===== src/acr_pkg.sv =====
package acr_pkg;
    // load measurement and coil magnitude widths
    localparam int LOAD_W = 10;
    localparam int SCALE_W = 5;
    localparam int COIL_W = 8;
    localparam int CNT_W = 6;
    localparam int SUM_W = 12;
    localparam int AVG_SHIFT = 2;
    localparam int THR_SHIFT = 5;
    localparam int FRAC_SHIFT = 5;

    // register byte addresses
    localparam logic [7:0] ADDR_SCALE = 8'h00;
    localparam logic [7:0] ADDR_CFG = 8'h04;
    localparam logic [7:0] ADDR_STATUS = 8'h08;

    // field positions in the configuration and status words
    localparam int CFG_LOW_LSB = 0;
    localparam int CFG_SPAN_LSB = 4;
    localparam int CFG_UP_LSB = 8;
    localparam int CFG_DN_LSB = 10;
    localparam int CFG_QSEL_BIT = 12;
    localparam int CFG_AVG_BIT = 13;
    localparam int STAT_LOAD_LSB = 16;

    // reset values
    localparam logic [SCALE_W-1:0] CS_RESET = 5'h1f;
    localparam logic [SCALE_W-1:0] SE_RESET = 5'h1f;

    // averaging phases, gray order
    typedef enum logic [1:0] {
        ACR_PH0 = 2'b00,
        ACR_PH1 = 2'b01,
        ACR_PH2 = 2'b11,
        ACR_PH3 = 2'b10
    } acr_phase_t;

    typedef struct packed {
        logic [3:0] low_threshold_code;
        logic [3:0] high_threshold_span;
        logic [1:0] up_step_width;
        logic [1:0] down_sample_count;
        logic floor_quarter_sel;
        logic load_average_en;
    } acr_cfg_t;

    typedef struct packed {
        logic valid;
        logic [LOAD_W-1:0] value;
    } acr_load_t;

    typedef struct packed {
        logic [COIL_W-1:0] a;
        logic [COIL_W-1:0] b;
    } acr_coil_t;

    // raise step 1, 2, 4, 8
    function automatic logic [CNT_W-1:0] acr_up_step(input logic [1:0] code);
        acr_up_step = CNT_W'(1) << code;
    endfunction

    // readings per decrement 32, 8, 2, 1
    function automatic logic [CNT_W-1:0] acr_dn_need(input logic [1:0] code);
        case (code)
            2'h0: acr_dn_need = 6'h20;
            2'h1: acr_dn_need = 6'h08;
            2'h2: acr_dn_need = 6'h02;
            default: acr_dn_need = 6'h01;
        endcase
    endfunction

    // magnitude times (scale + 1) / 32
    function automatic logic [COIL_W-1:0] acr_scale_coil(input logic [COIL_W-1:0] v,
                                                         input logic [SCALE_W-1:0] s);
        logic [COIL_W+SCALE_W:0] p;
        p = (COIL_W+SCALE_W+1)'(v) * (COIL_W+SCALE_W+1)'({1'b0, s} + 6'h01);
        acr_scale_coil = p[COIL_W+FRAC_SHIFT-1:FRAC_SHIFT];
    endfunction
endpackage


===== src/acr_regulator.sv =====
// Behaviour
// - coil magnitudes are multiplied by (scale + 1) / 32.
// - the software current scale is the ceiling of the regulated scale.
// - reading below low threshold raises scale by 1, 2, 4 or 8.
// - scale drops by one after 32, 8, 2 or 1 high readings.
// - floor is a quarter of current scale when selected, otherwise half.
// - regulated scale is readable as a 5-bit status value.
// - regulated scale stays between the floor and the current scale.
// - averaging cuts evaluation rate and regulation speed to a quarter.
// - low threshold is low code times 32 against the 10-bit load.
// - high threshold is (low code + span + 1) times 32, inclusive.
// - each full-step reading, or each fourth when averaging, is one evaluation.
//
// The register offsets and the address-and-strobe port are this design's own decisions.
module acr_regulator
    import acr_pkg::*;
(
    input wire logic ref_clk,
    input wire logic nrst,
    input wire logic [7:0] addr,
    input wire logic [31:0] wdata,
    input wire logic we,
    input wire logic re,
    output logic [31:0] rdata,
    input wire acr_load_t load_in,
    input wire acr_coil_t coil_in,
    output acr_coil_t coil_out,
    output logic [SCALE_W-1:0] adaptive_scale_actual
);
    logic [SCALE_W-1:0] cs_reg;
    acr_cfg_t cfg_reg;
    logic [SCALE_W-1:0] se_reg;
    logic [SCALE_W-1:0] se_next;
    logic [CNT_W-1:0] dn_cnt_reg;
    logic [CNT_W-1:0] dn_cnt_next;
    logic [LOAD_W-1:0] last_load_reg;
    logic [31:0] rdata_reg;
    acr_load_t eval;
    logic [LOAD_W:0] low_thr;
    logic [LOAD_W:0] high_thr;
    logic below;
    logic above;
    logic [SCALE_W-1:0] floor_val;
    logic [CNT_W-1:0] step;
    logic [CNT_W-1:0] need;
    logic [CNT_W-1:0] raised;

    acr_averager u_avg (
        .ref_clk(ref_clk),
        .nrst(nrst),
        .avg_en(cfg_reg.load_average_en),
        .load_in(load_in),
        .eval_out(eval)
    );

    // software writes of scale and configuration
    always_ff @(posedge ref_clk) begin
        if (!nrst) begin
            cs_reg <= CS_RESET;
            cfg_reg <= '0;
        end else if (we) begin
            if (addr == ADDR_SCALE) begin
                cs_reg <= wdata[SCALE_W-1:0];
            end
            if (addr == ADDR_CFG) begin
                cfg_reg.low_threshold_code <= wdata[CFG_LOW_LSB +: 4];
                cfg_reg.high_threshold_span <= wdata[CFG_SPAN_LSB +: 4];
                cfg_reg.up_step_width <= wdata[CFG_UP_LSB +: 2];
                cfg_reg.down_sample_count <= wdata[CFG_DN_LSB +: 2];
                cfg_reg.floor_quarter_sel <= wdata[CFG_QSEL_BIT];
                cfg_reg.load_average_en <= wdata[CFG_AVG_BIT];
            end
        end
    end

    // read data one cycle after the strobe, zero elsewhere
    always_ff @(posedge ref_clk) begin
        if (!nrst) begin
            rdata_reg <= '0;
        end else begin
            rdata_reg <= '0;
            if (re) begin
                case (addr)
                    ADDR_SCALE: rdata_reg[SCALE_W-1:0] <= cs_reg;
                    ADDR_CFG: begin
                        rdata_reg[CFG_LOW_LSB +: 4] <= cfg_reg.low_threshold_code;
                        rdata_reg[CFG_SPAN_LSB +: 4] <= cfg_reg.high_threshold_span;
                        rdata_reg[CFG_UP_LSB +: 2] <= cfg_reg.up_step_width;
                        rdata_reg[CFG_DN_LSB +: 2] <= cfg_reg.down_sample_count;
                        rdata_reg[CFG_QSEL_BIT] <= cfg_reg.floor_quarter_sel;
                        rdata_reg[CFG_AVG_BIT] <= cfg_reg.load_average_en;
                    end
                    ADDR_STATUS: begin
                        rdata_reg[SCALE_W-1:0] <= se_reg;
                        rdata_reg[STAT_LOAD_LSB +: LOAD_W] <= last_load_reg;
                    end
                    default: rdata_reg <= '0;
                endcase
            end
        end
    end
    assign rdata = rdata_reg;

    // thresholds and comparison of the evaluated reading
    assign low_thr = (LOAD_W+1)'(cfg_reg.low_threshold_code) << THR_SHIFT;
    assign high_thr = ((LOAD_W+1)'(cfg_reg.low_threshold_code)
                      + (LOAD_W+1)'(cfg_reg.high_threshold_span)
                      + (LOAD_W+1)'(1)) << THR_SHIFT;
    assign below = {1'b0, eval.value} < low_thr;
    assign above = {1'b0, eval.value} >= high_thr;
    assign floor_val = cfg_reg.floor_quarter_sel ? (cs_reg >> 2) : (cs_reg >> 1);
    assign step = acr_up_step(cfg_reg.up_step_width);
    assign need = acr_dn_need(cfg_reg.down_sample_count);
    assign raised = CNT_W'(se_reg) + step;

    // regulation step then clamp into [floor, scale]
    always_comb begin
        dn_cnt_next = dn_cnt_reg;
        se_next = se_reg;
        if (eval.valid) begin
            if (below) begin
                se_next = (raised > CNT_W'(cs_reg)) ? cs_reg : raised[SCALE_W-1:0];
                dn_cnt_next = '0;
            end else if (above) begin
                if (dn_cnt_reg + CNT_W'(1) >= need) begin
                    dn_cnt_next = '0;
                    se_next = (se_reg != '0) ? se_reg - SCALE_W'(1) : se_reg;
                end else begin
                    dn_cnt_next = dn_cnt_reg + CNT_W'(1);
                end
            end else begin
                dn_cnt_next = '0;
            end
        end
        if (se_next > cs_reg) begin
            se_next = cs_reg;
        end
        if (se_next < floor_val) begin
            se_next = floor_val;
        end
    end

    // regulated scale and high-reading count
    always_ff @(posedge ref_clk) begin
        if (!nrst) begin
            se_reg <= SE_RESET;
            dn_cnt_reg <= '0;
        end else begin
            se_reg <= se_next;
            dn_cnt_reg <= dn_cnt_next;
        end
    end

    // last evaluated load value for status
    always_ff @(posedge ref_clk) begin
        if (!nrst) begin
            last_load_reg <= '0;
        end else if (eval.valid) begin
            last_load_reg <= eval.value;
        end
    end

    // scaled coil magnitudes
    always_ff @(posedge ref_clk) begin
        if (!nrst) begin
            coil_out <= '0;
        end else begin
            coil_out.a <= acr_scale_coil(coil_in.a, se_reg);
            coil_out.b <= acr_scale_coil(coil_in.b, se_reg);
        end
    end
    assign adaptive_scale_actual = se_reg;
endmodule


===== src/acr_averager.sv =====
module acr_averager
    import acr_pkg::*;
(
    input wire logic ref_clk,
    input wire logic nrst,
    input wire logic avg_en,
    input wire acr_load_t load_in,
    output acr_load_t eval_out
);
    acr_phase_t phase_reg;
    logic [SUM_W-1:0] sum_reg;
    logic [SUM_W-1:0] sum_all;

    assign sum_all = sum_reg + SUM_W'(load_in.value);

    // phase of the four-reading window
    always_ff @(posedge ref_clk) begin
        if (!nrst || !avg_en) begin
            phase_reg <= ACR_PH0;
        end else if (load_in.valid) begin
            case (phase_reg)
                ACR_PH0: phase_reg <= ACR_PH1;
                ACR_PH1: phase_reg <= ACR_PH2;
                ACR_PH2: phase_reg <= ACR_PH3;
                ACR_PH3: phase_reg <= ACR_PH0;
                default: phase_reg <= ACR_PH0;
            endcase
        end
    end

    // running sum, cleared after the fourth reading
    always_ff @(posedge ref_clk) begin
        if (!nrst || !avg_en) begin
            sum_reg <= '0;
        end else if (load_in.valid) begin
            sum_reg <= (phase_reg == ACR_PH3) ? '0 : sum_all;
        end
    end

    // one evaluation per reading, or per four when averaging
    always_ff @(posedge ref_clk) begin
        if (!nrst) begin
            eval_out <= '0;
        end else if (!avg_en) begin
            eval_out.valid <= load_in.valid;
            eval_out.value <= load_in.value;
        end else begin
            eval_out.valid <= load_in.valid && phase_reg == ACR_PH3;
            eval_out.value <= sum_all[LOAD_W+AVG_SHIFT-1:AVG_SHIFT];
        end
    end
endmodule


===== config.mk =====
export PLATFORM = sky130hd
export DESIGN_NAME = acr_regulator
export DESIGN_NICKNAME = d
export VERILOG_FILES = /design/src/acr_pkg.sv /design/src/acr_regulator.sv /design/src/acr_averager.sv
export SDC_FILE = /design/constraint.sdc
export NUM_CORES = 1
export LEC_CHECK = 0
export ABC_AREA = 1
export BUFFER_PORTS_ARGS = -buffer_cell sky130_fd_sc_hd__buf_2
export CAP_MARGIN = 0
export CORE_MARGIN = 8
export CORE_UTILIZATION = 63
export DETAILED_ROUTE_END_ITERATION = 8
export PLACE_DENSITY = 0.84
export SKIP_LAST_GASP = 1
export SYNTH_ARGS = -nofsm -noshare
export SYNTH_HDL_FRONTEND = slang
export SYNTH_HIERARCHICAL = 1
export SYNTH_SLANG_ARGS = --single-unit

===== constraint.sdc =====
create_clock -name ref_clk -period 12 [get_ports ref_clk]
set_input_delay 3.6 -clock ref_clk [delete_from_list [all_inputs] [get_ports ref_clk]]
set_output_delay 3.6 -clock ref_clk [all_outputs]
set_load 0.01 [all_outputs]

==> results of run 1 <==
==> worst paths after layout <==
check / start / to / slack (ps)
hold / removal: last_load_reg[1] / rdata[17] / 430
hold reg to reg: last_load_reg[1] / rdata[17] / 430
setup reg to reg: adaptive_scale_actual[0] / adaptive_scale_actual[3] / 6670
setup / recovery: coil_in[10] / coil_out[14] / 5340
==> power by group through the flow <==
stage                     combinational, mW  sequential [mW]  clock (mW)
after floorplan                        1.33            0.427           0
after global placement                 1.63            0.420           0
after detailed placement               1.69            0.421           0
after CTS                              1.70            0.414       0.301
after global routing                   1.98            0.417       0.318
final                                  1.70            0.414       0.296
==> worst reg2reg max path: cells and delay by family, from the launching register on <==
| family | cells | cell delay, ps |
|---|---|---|
| buffers and inverters | 5 | 460 |
| xor gates and xnor gates | 1 | 250 |
| AOI/OAI and AO/OA | 8 | 1190 |
| and+or+nand+nor | 16 | 1470 |
| DFF | 1 | 690 |
| adders and majority gates | 4 | 1120 |
==> area by class of cell <==
cell class | count | area share, %
sequential | 105 | 22.9
inverter | 216 | 8.83
clock buffer | 10 | 2.60
multi-input combinational | 804 | 57.1
clock inverter | 6 | 0.668
timing repair buffer | 99 | 5.45
tap | 176 | 2.40
==> synthesized netlist by cell type, types with 2 or more instances <==
cell type  count  area, µm²
nand2_4        4       45.0
nor4_2         2       25.0
xor2_1        12        105
nand2_1      240        901
a21oi_1       65        325
nor3_2         2       20.0
nand3_1       54        270
nand2_2       11       68.8
or2_2          2       12.5
nand4_1       12       75.1
o21bai_1       3       22.5
o21ai_0       56        280
buf_4          9       67.6
nand3b_1       2       15.0
clkinv_1       2       7.51
xnor2_1        6       52.6
fa_1          49        981
o22ai_1        7       43.8
inv_1        203        762
nor2_1       113        424
a21oi_2        2       17.5
buf_2          3       15.0
ha_1          82       1030
inv_2         11       41.3
o21a_1         3       22.5
o21ai_1        6       30.0
nor3_1        23        115
nand3_2        6       60.1
nor2_2         3       18.8
o211ai_1      10       75.1
dfxtp_1      105       2100
a21oi_4        2       32.5
a21o_1         2       15.0
clkbuf_1      21       78.8
a211oi_1       4       30.0
==> cells by family (layout without fill, tap and decap cells) <==
group	Yosys count	after routing	synth area share, %
AO/OA/AOI/OAI	168	168	11.5
XOR/XNOR	19	19	2.10
adder cells (fa/ha/maj)	131	131	24.2
buffers and inverters	250	331	11.8
flip-flops	105	105	25.3
other	1	8	0.0452
AND/OR/NAND/NOR	478	478	25.0
==> per-stage QoR <==
step	area [µm²]	total power, mW
after detailed placement	8880	2.11
after global placement	8880	2.05
after global routing	9180	2.72
after floorplan	8320	1.76
after CTS	9180	2.42
final	9180	2.41
==> layer usage <==
| layer | share of wire (%) | wire length (µm) |
|---|---|---|
| met5 | 0 | 0 |
| met4 | 2.8 | 556 |
| met3 | 6.4 | 1290 |
| met2 | 47 | 9360 |
| met1 | 44 | 8800 |
==> run metrics, run 1 <==
outcome finished clean; number of global-route vias before repair 7353; slowest CP cell fa_1; clock latency on the worst-skew pair roughly 360 ps; DRC violations left 0; Crit path max-delay family adder cells; crit path cell chain buf_2 -> nand2_1 -> fa_1 -> inv_1 -> fa_1 -> fa_1 -> ha_1 -> nand2_1 -> a21oi_1 -> a211oi_1 -> a21boi_1 -> o21a_1 -> nor2_1 -> o21ai_1 -> a21oi_1; Top Ports 124; most common cell after layout, fill and taps aside nand2_1; Die Area approximately 17000 µm²; number of H-tree levels 3; warnings from Yosys 6; critical path depth 15; # diodes 0; Multi-input gate area 5250 µm²; largest net degree at the start of global routing 58; hold_buf cts 0; starting density of the core 63.7%; WL per Instance about 14 µm; Fill cells 1115; share of cells above drive strength 1 a little over an eighth; PwrDens 262 nW/µm²; Port-buffer cells 97; Mean Syn Cell Area 7.20 µm²; asr flop ratio synth 0%; GRT met2 Usage 39.7%; Worst Max-Slew Pin Slew just under 1000 ps; hpwl dp 15300 µm; TritonRoute pass-1 iters 5; final antenna-violating net count 0; post-synthesis sequential area ratio 25.3%; Area Growth Syn to Fin 10.6%; relative slew slack 34.6%; drt initial violations 432; most used cell, CP fa_1; clock skew 8.90 ps; Crit. End Element flip-flop; Slew Viols, Final 0; hold path depth 2; GRT Overall Usage between 20% and 30%; Core Region 13000 µm²; Reg power frac 17.2%; placed cell count 1400; Chip Height 131 µm; reg2reg path depth 34; via count 7678; Clock transition at path regs 80 ps; GRT met3 Usage 4.59%; Via density 5.42; crit path DAT 6950 ps; Gate power share 70.5%; Hold Slack 433 ps; root buffer cell clkbuf_16; Synth cell types 50; Fmax achieved 0.150 GHz; cts bufs inserted 9; final WL 20000 µm; startpoint class of the critical path input pin; CP Class input pin to flip-flop; initial antenna violation count 0; Clock Path Buffers 2; cts repair resizes 0; Tmin final 6660 ps; internal power 1.20 mW; clock share of power 12.3%; setup ws final between 5000 and 6000 ps; final core utilization 70.4%; Final setup viols 0; pre-CTS WS 4990 ps; Tcrit/Tclk final 55.5%; crit-path max FO 6; GRT overflow 0; max reg flops 24; biggest cell delay along the critical path between 500 and 600 ps; Setup TNS Final 0 ps; # rows 42; Synth Flop Type dfxtp_1; worst vdd ir roughly 0.20 mV; register area 2100 µm²; leakage approximately 4.9 nW; sw frac 50.2%; clock sink count ~110; Worst Path Required 12290 ps; Non-Filler Instances 1416; flops & latches, synth 105; Final Hold Viols 0; Syn Std Cell Area 8300 µm²; Post-CTS Setup Bufs 0; CTS tree done; HP Class flip-flop to flip-flop; Net Switching 1.21 mW; global-route wire length before repair 33600 µm; fin nets 1437; Max-Cap Viols 0; global routing's busiest layer met2; met1 Resource Use GR 31.3%; Die W 131 µm; placer's final routability congestion estimate 0.934; RSZ-0062 raised after global routing no; WP buf/inv 2; most frequent cells in the layout nand2_1 (240), inv_1 (203), nor2_1 (113); Cells after Synth between 1000 and 1500; number of flops mapped to enable cells by yosys 0
(Power assumes the default switching activity.)
==> inputs of run 2 (changes only) <==
--- a/config.mk
+++ b/config.mk
@@ -9,9 +9,9 @@
 export BUFFER_PORTS_ARGS = -buffer_cell sky130_fd_sc_hd__buf_2
 export CAP_MARGIN = 0
 export CORE_MARGIN = 8
-export CORE_UTILIZATION = 63
+export CORE_UTILIZATION = 53
 export DETAILED_ROUTE_END_ITERATION = 8
-export PLACE_DENSITY = 0.84
+export PLACE_DENSITY = 0.75
 export SKIP_LAST_GASP = 1
 export SYNTH_ARGS = -nofsm -noshare
 export SYNTH_HDL_FRONTEND = slang
==> constraint.sdc (replaced) <==
create_clock -name ref_clk -period 5.9 [get_ports ref_clk]
set_input_delay 1.77 -clock ref_clk [delete_from_list [all_inputs] [get_ports ref_clk]]
set_output_delay 1.77 -clock ref_clk [all_outputs]
set_load 0.01 [all_outputs]
==> run 2 against run 1 <==
  * Combinational power up 100%
  * Sequential power rose by 100%
  * Cell count increased by 2.6%
  * Worst setup slack worse by 4700 ps
  * Flip-flop and latch count did not move
  * Clock skew is 2.3 ps lower
==> run metrics, run 2 (synthesized netlist as in run 1, its figures left out) <==
hold_buf cts 0 (unchanged); hpwl dp 15700 µm (+2.2%); drt initial violations 449 (+3.9%); RSZ-0062 raised after global routing no; leakage 4.92 nW (+0.16%); final WL 19800 µm (-0.85%); outcome finished clean; CP Class flip-flop to flip-flop; DRC violations left 0 (unchanged); WL per Instance 13.7 µm (-3.4%); cts repair resizes 0 (unchanged); worst vdd ir 0.409 mV (+100%); Slew Viols, Final 0 (unchanged); register area 2100 µm² (unchanged); number of H-tree levels 3 (unchanged); sw frac 49.6% (-0.57 points); Final Hold Viols 0 (unchanged); most common cell after layout, fill and taps aside nand2_1; CTS tree done; Multi-input gate area 5250 µm² (unchanged); HP Class flip-flop to flip-flop; placer's final routability congestion estimate 0.922 (-1.4%); GRT overflow 0 (unchanged); crit-path max FO 14 (+8); clock share of power 12.3% (about the same); Hold Slack 438 ps (+4.84 ps); Via density 5.14 (-5.2%); Reg power frac 17.2% (about the same); TritonRoute pass-1 iters 5 (unchanged); Port-buffer cells 97 (unchanged); Clock Path Buffers 2 (unchanged); Net Switching 2.42 mW (+100%); Gate power share 70.5% (about the same); cts bufs inserted 9 (unchanged); Area Growth Syn to Fin 11.3%; # diodes 0 (unchanged); clock skew 6.60 ps (-2.29 ps); Max-Cap Viols 0 (unchanged); Clock transition at path regs 70 ps (about the same); number of global-route vias before repair 7336 (-0.23%); Worst Max-Slew Pin Slew 975 ps (-3.09 ps); Post-CTS Setup Bufs 0 (unchanged); largest net degree at the start of global routing 46 (-21%); crit path DAT 5520 ps (-1430 ps); initial antenna violation count 0 (unchanged); Final setup viols 0 (unchanged); # rows 45 (+7.1%); Tcrit/Tclk final 88.6%; Placed Area 8940 µm² (+0.66%); Chip Height 141 µm (+7.9%); relative slew slack 34.8% (+0.21 points); clock latency on the worst-skew pair 360 ps (about the same); final antenna-violating net count 0 (unchanged); share of cells above drive strength 1 13.3% (+0.14 points); internal power 2.46 mW (+100%); Fill cells 1449 (+30%); fin nets 1439 (+0.14%); global-route wire length before repair 33700 µm (+0.33%); Fmax achieved about 0.19 GHz; clock sink count 105 (unchanged); Crit. End Element flip-flop; root buffer cell clkbuf_16; via count 7465 (-2.8%); Die Area 19900 µm² (+16%); total power 4.88 mW (+100%); Setup TNS Final 0 ps (unchanged); PwrDens 528 nW/µm² (+100%); startpoint class of the critical path flip-flop; Worst Path Required 6190 ps (-6100 ps); GRT Overall Usage 20.7% (-3.8 points); Core Region 15300 µm² (+17%); Top Ports 124 (unchanged); final core utilization 60.5% (-9.9 points); Die W 141 µm (+7.9%); max reg flops 24 (unchanged); most frequent cells in the layout nand2_1 (240), inv_1 (203), nor2_1 (113); design area 9240 µm² (+0.63%); Tmin final between 5000 and 6000 ps; starting density of the core 54.4% (-9.3 points)
-- run 2: changes by cell type in the layout (fill, tap and decap cells not counted) --
cell,before,now
buf_4,2,4
clkbuf_8,1,2
clkinv_4,2,1
clkinv_8,1,0
clkinvlp_4,1,2
inv_6,1,0
inv_8,1,2
-- run 2: area by class of cell --
cell class / instances / share of cell area (%)
multi-input combinational: 804 / 56.8
sequential: 105 / 22.8
inverter: 216 / 8.78
timing repair buffer: 101 / 5.58
tap: 211 / 2.86
clock buffer: 11 / 2.74
clock inverter: 5 / 0.501
-- run 2: critical path, cell delays in order, from the launching register on --
cell,delay [ps]
dfxtp_1,680
inv_1,450
o31ai_1,330
nand2_1,200
inv_1,330
nand2_1,120
fa_1,490
inv_1,60
fa_1,510
fa_1,490
ha_1,380
nand2_1,100
a21oi_1,40
a211oi_1,250
a21boi_1,160
o21a_1,200
nor2_1,130
o21ai_1,70
a21oi_1,140
-- run 2: metrics by stage --
stage	cells	setup WS, ps
after global routing	1453	247
after detailed placement	1437	727
after global placement	1437	783
final	1453	672
after CTS	1453	689
after floorplan	1159	1140
-- run 2: path summary, 6_finish.rpt --
path                                  from      endpoint  slack, ps  cells past startpoint
setup / recovery  adaptive_scale_actual[0]  coil_out[14]        670                     18
hold / removal            last_load_reg[5]     rdata[21]        440                      2
setup reg to reg  adaptive_scale_actual[0]  coil_out[14]        670                     18
hold reg to reg           last_load_reg[5]     rdata[21]        440                      2
-- run 2: per-layer routing --
layer  GRT usage (%)  routed length, µm  vias up
li1                -                  -     3793
met1            25.2               8770     3392
met2            34.5               9140      241
met3            5.33               1400       39
met4            7.64                536        0
met5               0                  0        -
-- run 2: power by group through the flow --
stage / Clock [mW] / Combinational, mW / Sequential [mW]
final: 0.599 / 3.44 / 0.840
after global placement: 0 / 3.34 / 0.856
after CTS: 0.617 / 3.48 / 0.840
after global routing: 0.645 / 4.00 / 0.848
after detailed placement: 0 / 3.46 / 0.857
after floorplan: 0 / 2.70 / 0.869
